File: config.mk
export PLATFORM = sky130hd
export DESIGN_NAME = aip_cmd_exec
export DESIGN_NICKNAME = d
export VERILOG_FILES = /design/src/hw/aip_frame_rx.v /design/src/hw/aip_cmd_exec.v
export VERILOG_INCLUDE_DIRS = /design/src /design/src/hw
export SDC_FILE = /design/constraint.sdc
export NUM_CORES = 1
export LEC_CHECK = 0
export ABC_CLOCK_PERIOD_IN_PS = 11600
export BUFFER_PORTS_ARGS = -buffer_cell sky130_fd_sc_hd__buf_2
export CORE_AREA = 2 2 201 203
export CTS_BUF_LIST = sky130_fd_sc_hd__clkbuf_4 sky130_fd_sc_hd__clkbuf_8 sky130_fd_sc_hd__clkbuf_16
export DETAILED_ROUTE_END_ITERATION = 16
export DIE_AREA = 0 0 203 205
export PLACE_DENSITY = 0.67
export SLEW_MARGIN = 0
export SYNTH_ARGS = -nofsm -noshare
export SYNTH_HDL_FRONTEND = slang
export SYNTH_SLANG_ARGS = --single-unit
File: constraint.sdc
create_clock -name CLK_SYS -period 11.6 [get_ports CLK_SYS]
set_clock_uncertainty 0.2 [all_clocks]
set_input_delay 2.32 -clock CLK_SYS [delete_from_list [all_inputs] [get_ports CLK_SYS]]
set_output_delay 2.32 -clock CLK_SYS [all_outputs]
set_load 0.005 [all_outputs]
File: src/hw/aip_consts.vh
// constants for the accumulator / error flag / interrupt command block
`ifndef AIP_CONSTS_VH
`define AIP_CONSTS_VH
// instruction numbers
`define AIP_OP_ACCU_AXIS     8'h22
`define AIP_OP_ACCU_GLOBAL   8'h23
`define AIP_OP_CLEAR_ERR     8'h24
`define AIP_OP_IRQ_ENABLE    8'h19
`define AIP_OP_IRQ_DISABLE   8'h1a
`define AIP_OP_IRQ_RETURN    8'h26
// clear_error_flags type codes
`define AIP_CLE_ALL          8'h00
`define AIP_CLE_TIMEOUT      8'h01
`define AIP_CLE_ALARM        8'h02
`define AIP_CLE_DEVIATION    8'h03
`define AIP_CLE_POSITION     8'h04
`define AIP_CLE_SHUTDOWN     8'h05
// error flag bit positions
`define AIP_EF_TIMEOUT       0
`define AIP_EF_ALARM         1
`define AIP_EF_DEVIATION     2
`define AIP_EF_POSITION      3
`define AIP_EF_SHUTDOWN      4
`define AIP_EF_W             5
// interrupt number meaning all processing
`define AIP_IRQ_GLOBAL       8'hff
`define AIP_IRQ_N            32
// reply status codes
`define AIP_ST_OK            8'h64
`define AIP_ST_BAD_CSUM      8'h01
`define AIP_ST_BAD_CMD       8'h02
// register offsets
`define AIP_REG_STATUS       4'h0
`define AIP_REG_MASK         4'h1
`define AIP_REG_ERRFLAGS     4'h2
`define AIP_REG_IRQEN        4'h3
`define AIP_REG_GLOBAL_EN    4'h4
`define AIP_REG_ADDR         4'h5
`define AIP_REG_ACCU         4'h6
// status bit positions
`define AIP_IS_CMD_DONE      0
`define AIP_IS_CMD_ERR       1
`define AIP_IS_W             2
// reset value of the module address, fixed host address for replies
`define AIP_RST_ADDR         8'h01
`define AIP_RST_HOST         8'h02
`endif

File: src/hw/aip_frame_rx.v
// nine-byte command frame assembler with checksum check
`timescale 1ns/100ps
`include "aip_consts.vh"
module aip_frame_rx (
  input  wire        clk,
  input  wire        rst_n,
  input  wire        byte_valid,
  input  wire [7:0]  byte_data,
  output reg         frame_valid,
  output reg         frame_csum_ok,
  output reg  [7:0]  frame_addr,
  output reg  [7:0]  frame_op,
  output reg  [7:0]  frame_type,
  output reg  [7:0]  frame_bank,
  output reg  [31:0] frame_value
);
  reg [3:0]  idx_reg;
  reg [7:0]  sum_reg;
  reg [63:0] sh_reg;
  // =====================================================
  // byte collection
  always @(posedge clk or negedge rst_n) begin
    if (!rst_n) begin
      idx_reg       <= 4'h0;
      sum_reg       <= 8'h00;
      sh_reg        <= 64'h0;
      frame_valid   <= 1'b0;
      frame_csum_ok <= 1'b0;
      frame_addr    <= 8'h00;
      frame_op      <= 8'h00;
      frame_type    <= 8'h00;
      frame_bank    <= 8'h00;
      frame_value   <= 32'h0;
    end else begin
      frame_valid <= 1'b0;
      if (byte_valid) begin
        if (idx_reg == 4'h8) begin
          // value bytes arrive msb first, checksum is low byte of sum
          idx_reg       <= 4'h0;
          sum_reg       <= 8'h00;
          frame_valid   <= 1'b1;
          frame_csum_ok <= (sum_reg == byte_data);
          frame_addr    <= sh_reg[63:56];
          frame_op      <= sh_reg[55:48];
          frame_type    <= sh_reg[47:40];
          frame_bank    <= sh_reg[39:32];
          frame_value   <= sh_reg[31:0];
        end else begin
          idx_reg <= idx_reg + 4'h1;
          sum_reg <= sum_reg + byte_data;
          sh_reg  <= {sh_reg[55:0], byte_data};
        end
      end
    end
  end
endmodule // aip_frame_rx

File: src/hw/aip_cmd_exec.v
// command executor: accumulator copies, error flag clearing, interrupt enables
//
// Added by the designer: the address-and-strobe port and the register offsets.
`timescale 1ns/100ps
`include "aip_consts.vh"
module aip_cmd_exec (
  CLK_SYS,
  RST_N,
  RX_VALID,
  RX_DATA,
  PROG_VALID,
  PROG_OP,
  PROG_TYPE,
  PROG_BANK,
  PROG_VALUE,
  ACCU_IN,
  ERR_SET,
  CTX_ACCU,
  CTX_X,
  CTX_FLAGS,
  CTX_PC,
  PAR_WE,
  PAR_GLOBAL,
  PAR_INDEX,
  PAR_BANK,
  PAR_DATA,
  ERR_FLAGS,
  IRQ_EN,
  IRQ_GLOBAL_EN,
  RESTORE_STB,
  RESTORE_ACCU,
  RESTORE_X,
  RESTORE_FLAGS,
  RESTORE_PC,
  REPLY_VALID,
  REPLY_HOST,
  REPLY_ADDR,
  REPLY_STATUS,
  REPLY_CMD,
  REPLY_VALUE,
  REPLY_CSUM,
  REG_ADDR,
  REG_WDATA,
  REG_WR,
  REG_RD,
  REG_RDATA,
  IRQ
);
  input  wire                   CLK_SYS;
  input  wire                   RST_N;
  input  wire                   RX_VALID;
  input  wire [7:0]             RX_DATA;
  input  wire                   PROG_VALID;
  input  wire [7:0]             PROG_OP;
  input  wire [7:0]             PROG_TYPE;
  input  wire [7:0]             PROG_BANK;
  input  wire [31:0]            PROG_VALUE;
  input  wire [31:0]            ACCU_IN;
  input  wire [`AIP_EF_W-1:0]   ERR_SET;
  input  wire [31:0]            CTX_ACCU;
  input  wire [31:0]            CTX_X;
  input  wire [7:0]             CTX_FLAGS;
  input  wire [15:0]            CTX_PC;
  output reg                    PAR_WE;
  output reg                    PAR_GLOBAL;
  output reg  [7:0]             PAR_INDEX;
  output reg  [7:0]             PAR_BANK;
  output reg  [31:0]            PAR_DATA;
  output wire [`AIP_EF_W-1:0]   ERR_FLAGS;
  output wire [`AIP_IRQ_N-1:0]  IRQ_EN;
  output wire                   IRQ_GLOBAL_EN;
  output reg                    RESTORE_STB;
  output reg  [31:0]            RESTORE_ACCU;
  output reg  [31:0]            RESTORE_X;
  output reg  [7:0]             RESTORE_FLAGS;
  output reg  [15:0]            RESTORE_PC;
  output reg                    REPLY_VALID;
  output reg  [7:0]             REPLY_HOST;
  output reg  [7:0]             REPLY_ADDR;
  output reg  [7:0]             REPLY_STATUS;
  output reg  [7:0]             REPLY_CMD;
  output reg  [31:0]            REPLY_VALUE;
  output reg  [7:0]             REPLY_CSUM;
  input  wire [3:0]             REG_ADDR;
  input  wire [31:0]            REG_WDATA;
  input  wire                   REG_WR;
  input  wire                   REG_RD;
  output reg  [31:0]            REG_RDATA;
  output wire                   IRQ;

  wire        fr_valid;
  wire        fr_ok;
  wire [7:0]  fr_addr;
  wire [7:0]  fr_op;
  wire [7:0]  fr_type;
  wire [7:0]  fr_bank;
  wire [31:0] fr_value;

  reg  [`AIP_EF_W-1:0]  err_reg;
  reg  [`AIP_EF_W-1:0]  err_clr;
  reg  [`AIP_IRQ_N-1:0] irq_en_reg;
  reg                   gie_reg;
  reg  [7:0]            addr_reg;
  reg  [`AIP_IS_W-1:0]  ist_reg;
  reg  [`AIP_IS_W-1:0]  imask_reg;
  reg  [`AIP_IS_W-1:0]  ist_set;
  reg                   direct;
  reg                   exec;
  reg  [7:0]            op;
  reg  [7:0]            typ;
  reg  [7:0]            bank;
  reg                   known;
  reg  [7:0]            status;
  wire [4:0]            irq_num;
  reg  [`AIP_IRQ_N-1:0] en_sel;
  reg                   en_on;
  reg                   en_off;
  reg                   gie_next;
  wire [`AIP_IRQ_N-1:0] irq_en_next;
  wire [`AIP_EF_W-1:0]  err_next;
  wire [`AIP_IS_W-1:0]  ist_next;
  wire                  status_wr;
  reg  [7:0]            reply_sum;
  genvar                g;

  assign ERR_FLAGS     = err_reg;
  assign IRQ_EN        = irq_en_reg;
  assign IRQ_GLOBAL_EN = gie_reg;
  assign irq_num       = typ[4:0];
  assign IRQ           = |(ist_reg & imask_reg);
  assign status_wr     = REG_WR && (REG_ADDR == `AIP_REG_STATUS);

  // =====================================================
  // frame reception
  aip_frame_rx u_rx (
    .clk           (CLK_SYS),
    .rst_n         (RST_N),
    .byte_valid    (RX_VALID),
    .byte_data     (RX_DATA),
    .frame_valid   (fr_valid),
    .frame_csum_ok (fr_ok),
    .frame_addr    (fr_addr),
    .frame_op      (fr_op),
    .frame_type    (fr_type),
    .frame_bank    (fr_bank),
    .frame_value   (fr_value)
  );

  // =====================================================
  // command select: direct frames win over program fetch in the same cycle
  always @* begin
    direct = fr_valid && (fr_addr == addr_reg);
    exec   = (direct && fr_ok) || (!direct && PROG_VALID);
    op     = direct ? fr_op   : PROG_OP;
    typ    = direct ? fr_type : PROG_TYPE;
    bank   = direct ? fr_bank : PROG_BANK;
    known  = (op == `AIP_OP_ACCU_AXIS) || (op == `AIP_OP_ACCU_GLOBAL) ||
             (op == `AIP_OP_CLEAR_ERR) || (op == `AIP_OP_IRQ_ENABLE) ||
             (op == `AIP_OP_IRQ_DISABLE) || (op == `AIP_OP_IRQ_RETURN);
    if (!fr_ok)
      status = `AIP_ST_BAD_CSUM;
    else if (!known)
      status = `AIP_ST_BAD_CMD;
    else
      status = `AIP_ST_OK;
    reply_sum = `AIP_RST_HOST + addr_reg + status + fr_op;
  end

  // =====================================================
  // error flag clear decode; bank and value take no part
  always @* begin
    err_clr = {`AIP_EF_W{1'b0}};
    if (exec && op == `AIP_OP_CLEAR_ERR) begin
      case (typ)
        `AIP_CLE_ALL:       err_clr = {`AIP_EF_W{1'b1}};
        `AIP_CLE_TIMEOUT:   err_clr[`AIP_EF_TIMEOUT]   = 1'b1;
        `AIP_CLE_ALARM:     err_clr[`AIP_EF_ALARM]     = 1'b1;
        `AIP_CLE_DEVIATION: err_clr[`AIP_EF_DEVIATION] = 1'b1;
        `AIP_CLE_POSITION:  err_clr[`AIP_EF_POSITION]  = 1'b1;
        `AIP_CLE_SHUTDOWN:  err_clr[`AIP_EF_SHUTDOWN]  = 1'b1;
        default:            err_clr = {`AIP_EF_W{1'b0}};
      endcase
    end
  end

  // per-flag next value; a new error in the clearing cycle survives
  generate
    for (g = 0; g < `AIP_EF_W; g = g + 1) begin : g_err
      assign err_next[g] = (err_reg[g] & ~err_clr[g]) | ERR_SET[g];
    end
  endgenerate

  // =====================================================
  // interrupt enable decode: 255 is the global switch, 32..254 match no source
  always @* begin
    en_sel   = {{(`AIP_IRQ_N-1){1'b0}}, 1'b1} << irq_num;
    en_on    = exec && (op == `AIP_OP_IRQ_ENABLE) && (typ < `AIP_IRQ_N);
    en_off   = exec && (op == `AIP_OP_IRQ_DISABLE) && (typ < `AIP_IRQ_N);
    gie_next = gie_reg;
    if (exec && (typ == `AIP_IRQ_GLOBAL)) begin
      if (op == `AIP_OP_IRQ_ENABLE)
        gie_next = 1'b1;
      else if (op == `AIP_OP_IRQ_DISABLE)
        gie_next = 1'b0;
    end
  end

  // one flop input per source; the global form leaves every source as it was
  generate
    for (g = 0; g < `AIP_IRQ_N; g = g + 1) begin : g_irq_en
      assign irq_en_next[g] = (en_sel[g] && en_on)  ? 1'b1 :
                              (en_sel[g] && en_off) ? 1'b0 :
                              irq_en_reg[g];
    end
  endgenerate

  // =====================================================
  // state: error flags, interrupt enables, parameter writes
  always @(posedge CLK_SYS or negedge RST_N) begin
    if (!RST_N) begin
      err_reg       <= {`AIP_EF_W{1'b0}};
      irq_en_reg    <= {`AIP_IRQ_N{1'b0}};
      gie_reg       <= 1'b0;
      PAR_WE        <= 1'b0;
      PAR_GLOBAL    <= 1'b0;
      PAR_INDEX     <= 8'h00;
      PAR_BANK      <= 8'h00;
      PAR_DATA      <= 32'h0;
    end else begin
      err_reg     <= err_next;
      irq_en_reg  <= irq_en_next;
      gie_reg     <= gie_next;
      PAR_WE      <= 1'b0;
      if (exec) begin
        case (op)
          `AIP_OP_ACCU_AXIS, `AIP_OP_ACCU_GLOBAL: begin
            PAR_WE     <= 1'b1;
            PAR_GLOBAL <= (op == `AIP_OP_ACCU_GLOBAL);
            PAR_INDEX  <= typ;
            PAR_BANK   <= bank;
            PAR_DATA   <= ACCU_IN;
          end
          default: begin
            PAR_WE <= 1'b0;
          end
        endcase
      end
    end
  end

  // =====================================================
  // context restore on return from an interrupt routine
  always @(posedge CLK_SYS or negedge RST_N) begin
    if (!RST_N) begin
      RESTORE_STB   <= 1'b0;
      RESTORE_ACCU  <= 32'h0;
      RESTORE_X     <= 32'h0;
      RESTORE_FLAGS <= 8'h00;
      RESTORE_PC    <= 16'h0000;
    end else begin
      // strobe lasts one cycle, the restored words hold until the next return
      RESTORE_STB <= exec && (op == `AIP_OP_IRQ_RETURN);
      if (exec && (op == `AIP_OP_IRQ_RETURN)) begin
        RESTORE_ACCU  <= CTX_ACCU;
        RESTORE_X     <= CTX_X;
        RESTORE_FLAGS <= CTX_FLAGS;
        RESTORE_PC    <= CTX_PC;
      end
    end
  end

  // =====================================================
  // direct mode reply; value field carries nothing meaningful
  always @(posedge CLK_SYS or negedge RST_N) begin
    if (!RST_N) begin
      REPLY_VALID  <= 1'b0;
      REPLY_HOST   <= 8'h00;
      REPLY_ADDR   <= 8'h00;
      REPLY_STATUS <= 8'h00;
      REPLY_CMD    <= 8'h00;
      REPLY_VALUE  <= 32'h0;
      REPLY_CSUM   <= 8'h00;
    end else begin
      REPLY_VALID <= direct;
      if (direct) begin
        REPLY_HOST   <= `AIP_RST_HOST;
        REPLY_ADDR   <= addr_reg;
        REPLY_STATUS <= status;
        REPLY_CMD    <= fr_op;
        REPLY_VALUE  <= 32'h0;
        REPLY_CSUM   <= reply_sum;
      end
    end
  end

  // =====================================================
  // register port and interrupt status
  always @* begin
    ist_set = {`AIP_IS_W{1'b0}};
    ist_set[`AIP_IS_CMD_DONE] = exec && known;
    ist_set[`AIP_IS_CMD_ERR]  = direct && (status != `AIP_ST_OK);
  end

  // write-one-to-clear per bit; a set in the same cycle wins over the clear
  generate
    for (g = 0; g < `AIP_IS_W; g = g + 1) begin : g_ist
      assign ist_next[g] = (ist_reg[g] & ~(status_wr & REG_WDATA[g])) | ist_set[g];
    end
  endgenerate

  always @(posedge CLK_SYS or negedge RST_N) begin
    if (!RST_N) begin
      ist_reg   <= {`AIP_IS_W{1'b0}};
      imask_reg <= {`AIP_IS_W{1'b0}};
      addr_reg  <= `AIP_RST_ADDR;
      REG_RDATA <= 32'h0;
    end else begin
      ist_reg <= ist_next;
      if (REG_WR && REG_ADDR == `AIP_REG_MASK)
        imask_reg <= REG_WDATA[`AIP_IS_W-1:0];
      if (REG_WR && REG_ADDR == `AIP_REG_ADDR)
        addr_reg <= REG_WDATA[7:0];
      REG_RDATA <= 32'h0;
      if (REG_RD) begin
        case (REG_ADDR)
          `AIP_REG_STATUS:    REG_RDATA <= {{(32-`AIP_IS_W){1'b0}}, ist_reg};
          `AIP_REG_MASK:      REG_RDATA <= {{(32-`AIP_IS_W){1'b0}}, imask_reg};
          `AIP_REG_ERRFLAGS:  REG_RDATA <= {{(32-`AIP_EF_W){1'b0}}, err_reg};
          `AIP_REG_IRQEN:     REG_RDATA <= irq_en_reg;
          `AIP_REG_GLOBAL_EN: REG_RDATA <= {31'h0, gie_reg};
          `AIP_REG_ADDR:      REG_RDATA <= {24'h0, addr_reg};
          `AIP_REG_ACCU:      REG_RDATA <= ACCU_IN;
          default:            REG_RDATA <= 32'h0;
        endcase
      end
    end
  end
endmodule // aip_cmd_exec

Word-level counts from Yosys, hierarchy flattened --
Index checks and enable logic that the tools add are counted. Widths: inputs -> output; s select.
Storage, ports and cells: flip-flop bits (word level) 365, input bits 231, output and inout port bits 283
Cells by class: $add $sub $neg 5, order comparisons 1, equality and inequality tests 22, shifts and indexed selects 1, mux-type cells 85, bitwise operators 25, reductions and logical operators 132
Operators by type and width (count):
- $pmux 32 s7 | 1
- $logic_and 1x1->1 | 79
- $mux 1 | 75
- $reduce_bool 2->1 | 33
- $mux 8 | 5
- $eq 8x6->1 const B | 4
- $mux 32 | 1
- $shl 1x5->32 const A | 1
- $add 8x8->8 | 3
- $eq 8x2->1 const B | 2
- $eq 8x3->1 const B | 2
- $eq 8x5->1 const B | 2
- $eq 8x8->1 | 2
- $reduce_or 2->1 | 7
- $eq 4x3->1 const B | 3
- $and 1x1->1 | 9
- $add 2x8->8 const A | 1
- $eq 4x2->1 const B | 2
- $eq 8x1->1 const B | 1
- $eq 8x8->1 const B | 1
- $logic_not 8->1 | 1
- $lt 8x6->1 const B | 1
- $ne 8x7->1 const B | 1
- $not 1->1 | 8
- 12 further kinds | 26

Depth between registers and ports, before layout --
depth after elaboration 14, gate-level depth with buffers 19, gate-level depth less buffers 16

Hierarchy --
A second synthesis with hierarchy kept.
Second synthesis, totals: cell total of the unflattened synthesis 1674, area, all modules 16707.3 µm²
Modules (own cells, without submodules):
- aip_cmd_exec | times used 1, cells an instance 1176, area each 10966.8 µm², sequential area each 6257.3 µm²
- aip_frame_rx | times used 1, cells an instance 498, area each 5740.5 µm², sequential area each 3553.4 µm²

Worst setup path before layout --
OpenSTA, ideal clock, no wires.
path type input to register, from input PROG_OP[3], to register REPLY_CSUM[7], arrival 5924 ps, data required time 11264 ps, path slack 5340 ps, stages on the path 17, path buffers 1, cells stage by stage or3b_1 > or4b_1 > a21oi_1 > a2111oi_0 > or2_1 > nor2b_1 > buf_2 > xor2_1 > ha_1 > ha_1 > nor2_1 > a21oi_1 > a31oi_1 > o21ai_0 > and3_1 > a2111oi_0 > nand2_1
Between the ends: longest elaborated chain between the ends 11, elaborated cells between the ends (all ways) 16, classes of those cells add/sub (2); eq/ne (6); mux (3); reduce/logical (5)
Ends and longest elaborated chain:
- start: declaration | line aip_cmd_exec.v:54 | input wire [7:0] PROG_OP;
- $mux 8 (*) | line aip_cmd_exec.v:154 | op = direct ? fr_op : PROG_OP;
- $eq 8x6->1
- $logic_or 1x1->1 (4 in a row) | line aip_cmd_exec.v:157 | known = (op == `AIP_OP_ACCU_AXIS) || (op == `AIP_OP_ACCU_GLOBAL) ||
- $logic_or 1x1->1 (*) | line aip_cmd_exec.v:157
- $mux 7 (*) | line aip_cmd_exec.v:162 | else if (!known)
- $mux 8 (*) | line aip_cmd_exec.v:160 | if (!fr_ok)
- $add 8x8->8 (no line) (*) (2 in a row)
- end signal: assignment | line aip_cmd_exec.v:291 | REPLY_CSUM <= reply_sum;
- end: declaration | line aip_cmd_exec.v:83 | output reg [7:0] REPLY_CSUM;
Every way passes the cells marked *; elsewhere a longest branch is shown, timed or not. A chain may end at the register's enable or synchronous reset.

Worst setup path after layout --
Ends and elaborated chain as after synthesis.

==> results.toml <==
[global_route]
antenna_found_initial = 1
grtUsageTotal_pct = 20.0
first_global_vias = 11394
grt_max_degree = 87
grt-ovfl-total = 0
grt_pass1_wl_um = 64900

[power]
max-vdd-ir-drop_uv = 136
p_comb_share_pct = 19.1
pwr-share-clk_pct = 36.2
power_per_cell_area_nw_per_um2 = 196
switchingPower_uw = 1080
intPower_uw = 2740
swShare_pct = 28.2
leakagePower_uw = 0.00967
power_frac_seq_pct = 44.7

[setup_path]
worst-r2r-setup-slack_ps = 6540
reg2reg_from = "u_rx.frame_op[4]$_DFFE_PN0P_"
r2r_cells = 16
worstPathMaxFanout = 7
cp-start-kind = "input port"
worst_setup_path_end_kind = "register"
crit_type = "in -> reg"
required_ps = 11820
worstReg2RegEnd = "REPLY_CSUM[7]$_DFFE_PN0N_"
arrival_ps = 6820

[timing]
hold_ws_ps = 261
fmax_mhz = 152
rsz0062_at_grt = "false"
finalSetupTns_ps = 0
fin_ws_ps = 5000
hold_viol = 0
min_period_over_period_pct = 56.9
setup_viol_count_final = 0
tightest_slew_ps = 1240
max_slew_margin_pct = 16.3
final.min_clock_period_ps = 6600
slew_violations = 0

[hold_path]
whs_path_depth = 2
hold_class = "reg -> reg"
hp-start = "u_rx.sh_reg[59]$_DFFE_PN0P_"
min_to = "u_rx.frame_addr[3]$_DFFE_PN0P_"

[route]
drc = 0
first_iter_violations = 652
vias = 11478
dr_wl_met2_um = 21100
wl_met1_um = 17500
wl_met3_um = 3040
vias_per_cell = 5.03
wirelength_um = 42900
first_pass_iters = 6
top_layer_used = "met5"
ant_nets = 0
routedWlPerCell_um = 18.8

[logic_synthesis]
syn_inst = 1319
ys_ff_latch = 360
yosysUniqueCellTypes = 63
syn_area_um2 = 15600
synth_edf_count = 0
async_flop_share_pct = 100
ys_seq_area_share_pct = 57.8
syn_avg_cell_area_um2 = 11.8
synth_top_flop_cell = "dfrtp_1"
yosysWarnings = 0

[clocking]
insertion_delay_ps = 560
cts_buffers = 41
cts.sinks = 360
cts_tree = "built"
cts_buffer_depth = 3
root_buffer = "clkbuf_16"
clkTransAtPathRegs_ps = 60
cts_resized = 0
post_cts_buffers = 0
cts_hold_buf = 0
htree_levels = 2

[layout]
layout-drive-gt1-share_pct = 41.1
final_common_cell = "buf_2"
final_cell_mix = "buf_2, dfrtp_1, nand2_1"
multi_input_area_um2 = 6060
area_delta_synth_final_pct = 25.0
fin_util_pct = 49.5
final_nets = 1978
final_cell_count_no_fill = 2281
largest_register_ffs = 64
ff_latch_area_um2 = 9010
fillers = 3547

[place]
gp_congestion = 0.869
place_ws_ps = 4510
portBuffers = 415
dp.cells = 2203
dp_hpwl_um = 31500

[outcome]
run_status = "complete, no violations"

[floorplanning]
start_util_pct = 39.6
num_rows = 73
die_x_um = 203
die_h_um = 205
die-area_um2 = 41600
ios = 514
core_area_um2 = 39400

[job]
cap_violations = 0
## area by class of cell
class,instances,share of cell area (%)
Sequential cell,360,46.2
Multi-Input combinational cell,867,31.1
Timing Repair Buffer,428,11.2
Clock buffer,62,6.67
Tap cell,525,3.37
Clock inverter,14,0.925
Inverter,23,0.443
Antenna cell,2,0.0257
## power by group through the flow
stage / Combinational, uW / Sequential, uW / Clock [uW]
after CTS: 738 / 1700 / 1420
after floorplan: 519 / 1660 / 0
after global placement: 708 / 1710 / 0
after global routing: 823 / 1740 / 1480
final: 729 / 1700 / 1380
after detailed placement: 733 / 1730 / 0
## metrics by stage
step	power, uW	cell area (um2)
final	3820	19500
after global routing	4040	19500
after CTS	3860	19500
after detailed placement	2460	18000
after global placement	2420	18000
after floorplan	2170	15700
## worst max-delay path, stage by stage
cell       delay, ps
buf_2            120
or3b_1           380
or4b_1           550
a21oi_1          150
a2111oi_0        110
or2_1            320
nor2b_1          550
xor2_1           150
ha_1             310
ha_1             320
nor2_1           120
a21oi_1           70
a31oi_1          370
o21ai_0          270
and3_1           230
a2111oi_0        400
nand2_1           90
## synth_stat cells (4+ instances only)
cell      instances  area share, %
nand3_1          16           0.51
mux2i_1          12           0.77
nand3b_1          5           0.24
nand2b_1          8           0.32
nor3_1           10           0.32
mux2_2          199             14
nor4bb_1          4           0.26
or4_4             4           0.29
o22ai_1           6           0.24
xor2_1           10           0.56
a31oi_1          14           0.56
nand2_1         204            4.9
clkbuf_1         46            1.1
buf_2            15           0.48
buf_4            47            2.3
a21oi_1          18           0.58
xnor2_1          17           0.96
dfrtp_1         359             58
o21ai_1          17           0.55
nor2_1           63            1.5
a22oi_1          25            1.2
a222oi_1          7           0.45
and3_1            5           0.20
ha_1             23            1.8
o21ai_0          79            2.5
nand4_1          17           0.68
nor2b_1           5           0.20
inv_1            22           0.53
a21o_1            8           0.39
nor4_1            4           0.16
## kinds of logic after synthesis
| kind of cell | count (synthesis) | synth area share (%) |
|---|---|---|
| and+or+nand+nor | 365 | 10.7 |
| muxes | 215 | 15.6 |
| other | 1 | 0.0241 |
| DFF | 360 | 57.8 |
| buffers and inverters | 133 | 4.55 |
| adders and majority gates | 26 | 2.23 |
| AOI/OAI and AO/OA | 191 | 7.47 |
| xor gates and xnor gates | 28 | 1.62 |
## worst max-delay path by stage
stage,from,depth (start not counted),slack (ps),end
CTS,PROG_OP[3],17,5070,REPLY_CSUM[7]$_DFFE_PN0N_
global route,PROG_OP[3],17,4570,REPLY_CSUM[7]$_DFFE_PN0N_
finish,PROG_OP[3],17,5000,REPLY_CSUM[7]$_DFFE_PN0N_
detailed placement,PROG_OP[3],17,4510,REPLY_CSUM[7]$_DFFE_PN0N_
floorplan,PROG_OP[3],17,5340,REPLY_CSUM[7]$_DFFE_PN0N_
global placement,PROG_OP[3],17,4600,REPLY_CSUM[7]$_DFFE_PN0N_
## layer usage
| layer | vias to the layer above | global-route usage [%] |
|---|---|---|
| li1 | 5332 | - |
| met2 | 398 | 33.2 |
| met4 | 2 | 7.22 |
| met3 | 86 | 5.03 |
| met5 | - | 0 |
| met1 | 5660 | 25.5 |
Note: power is estimated with default switching activity, not from simulation.
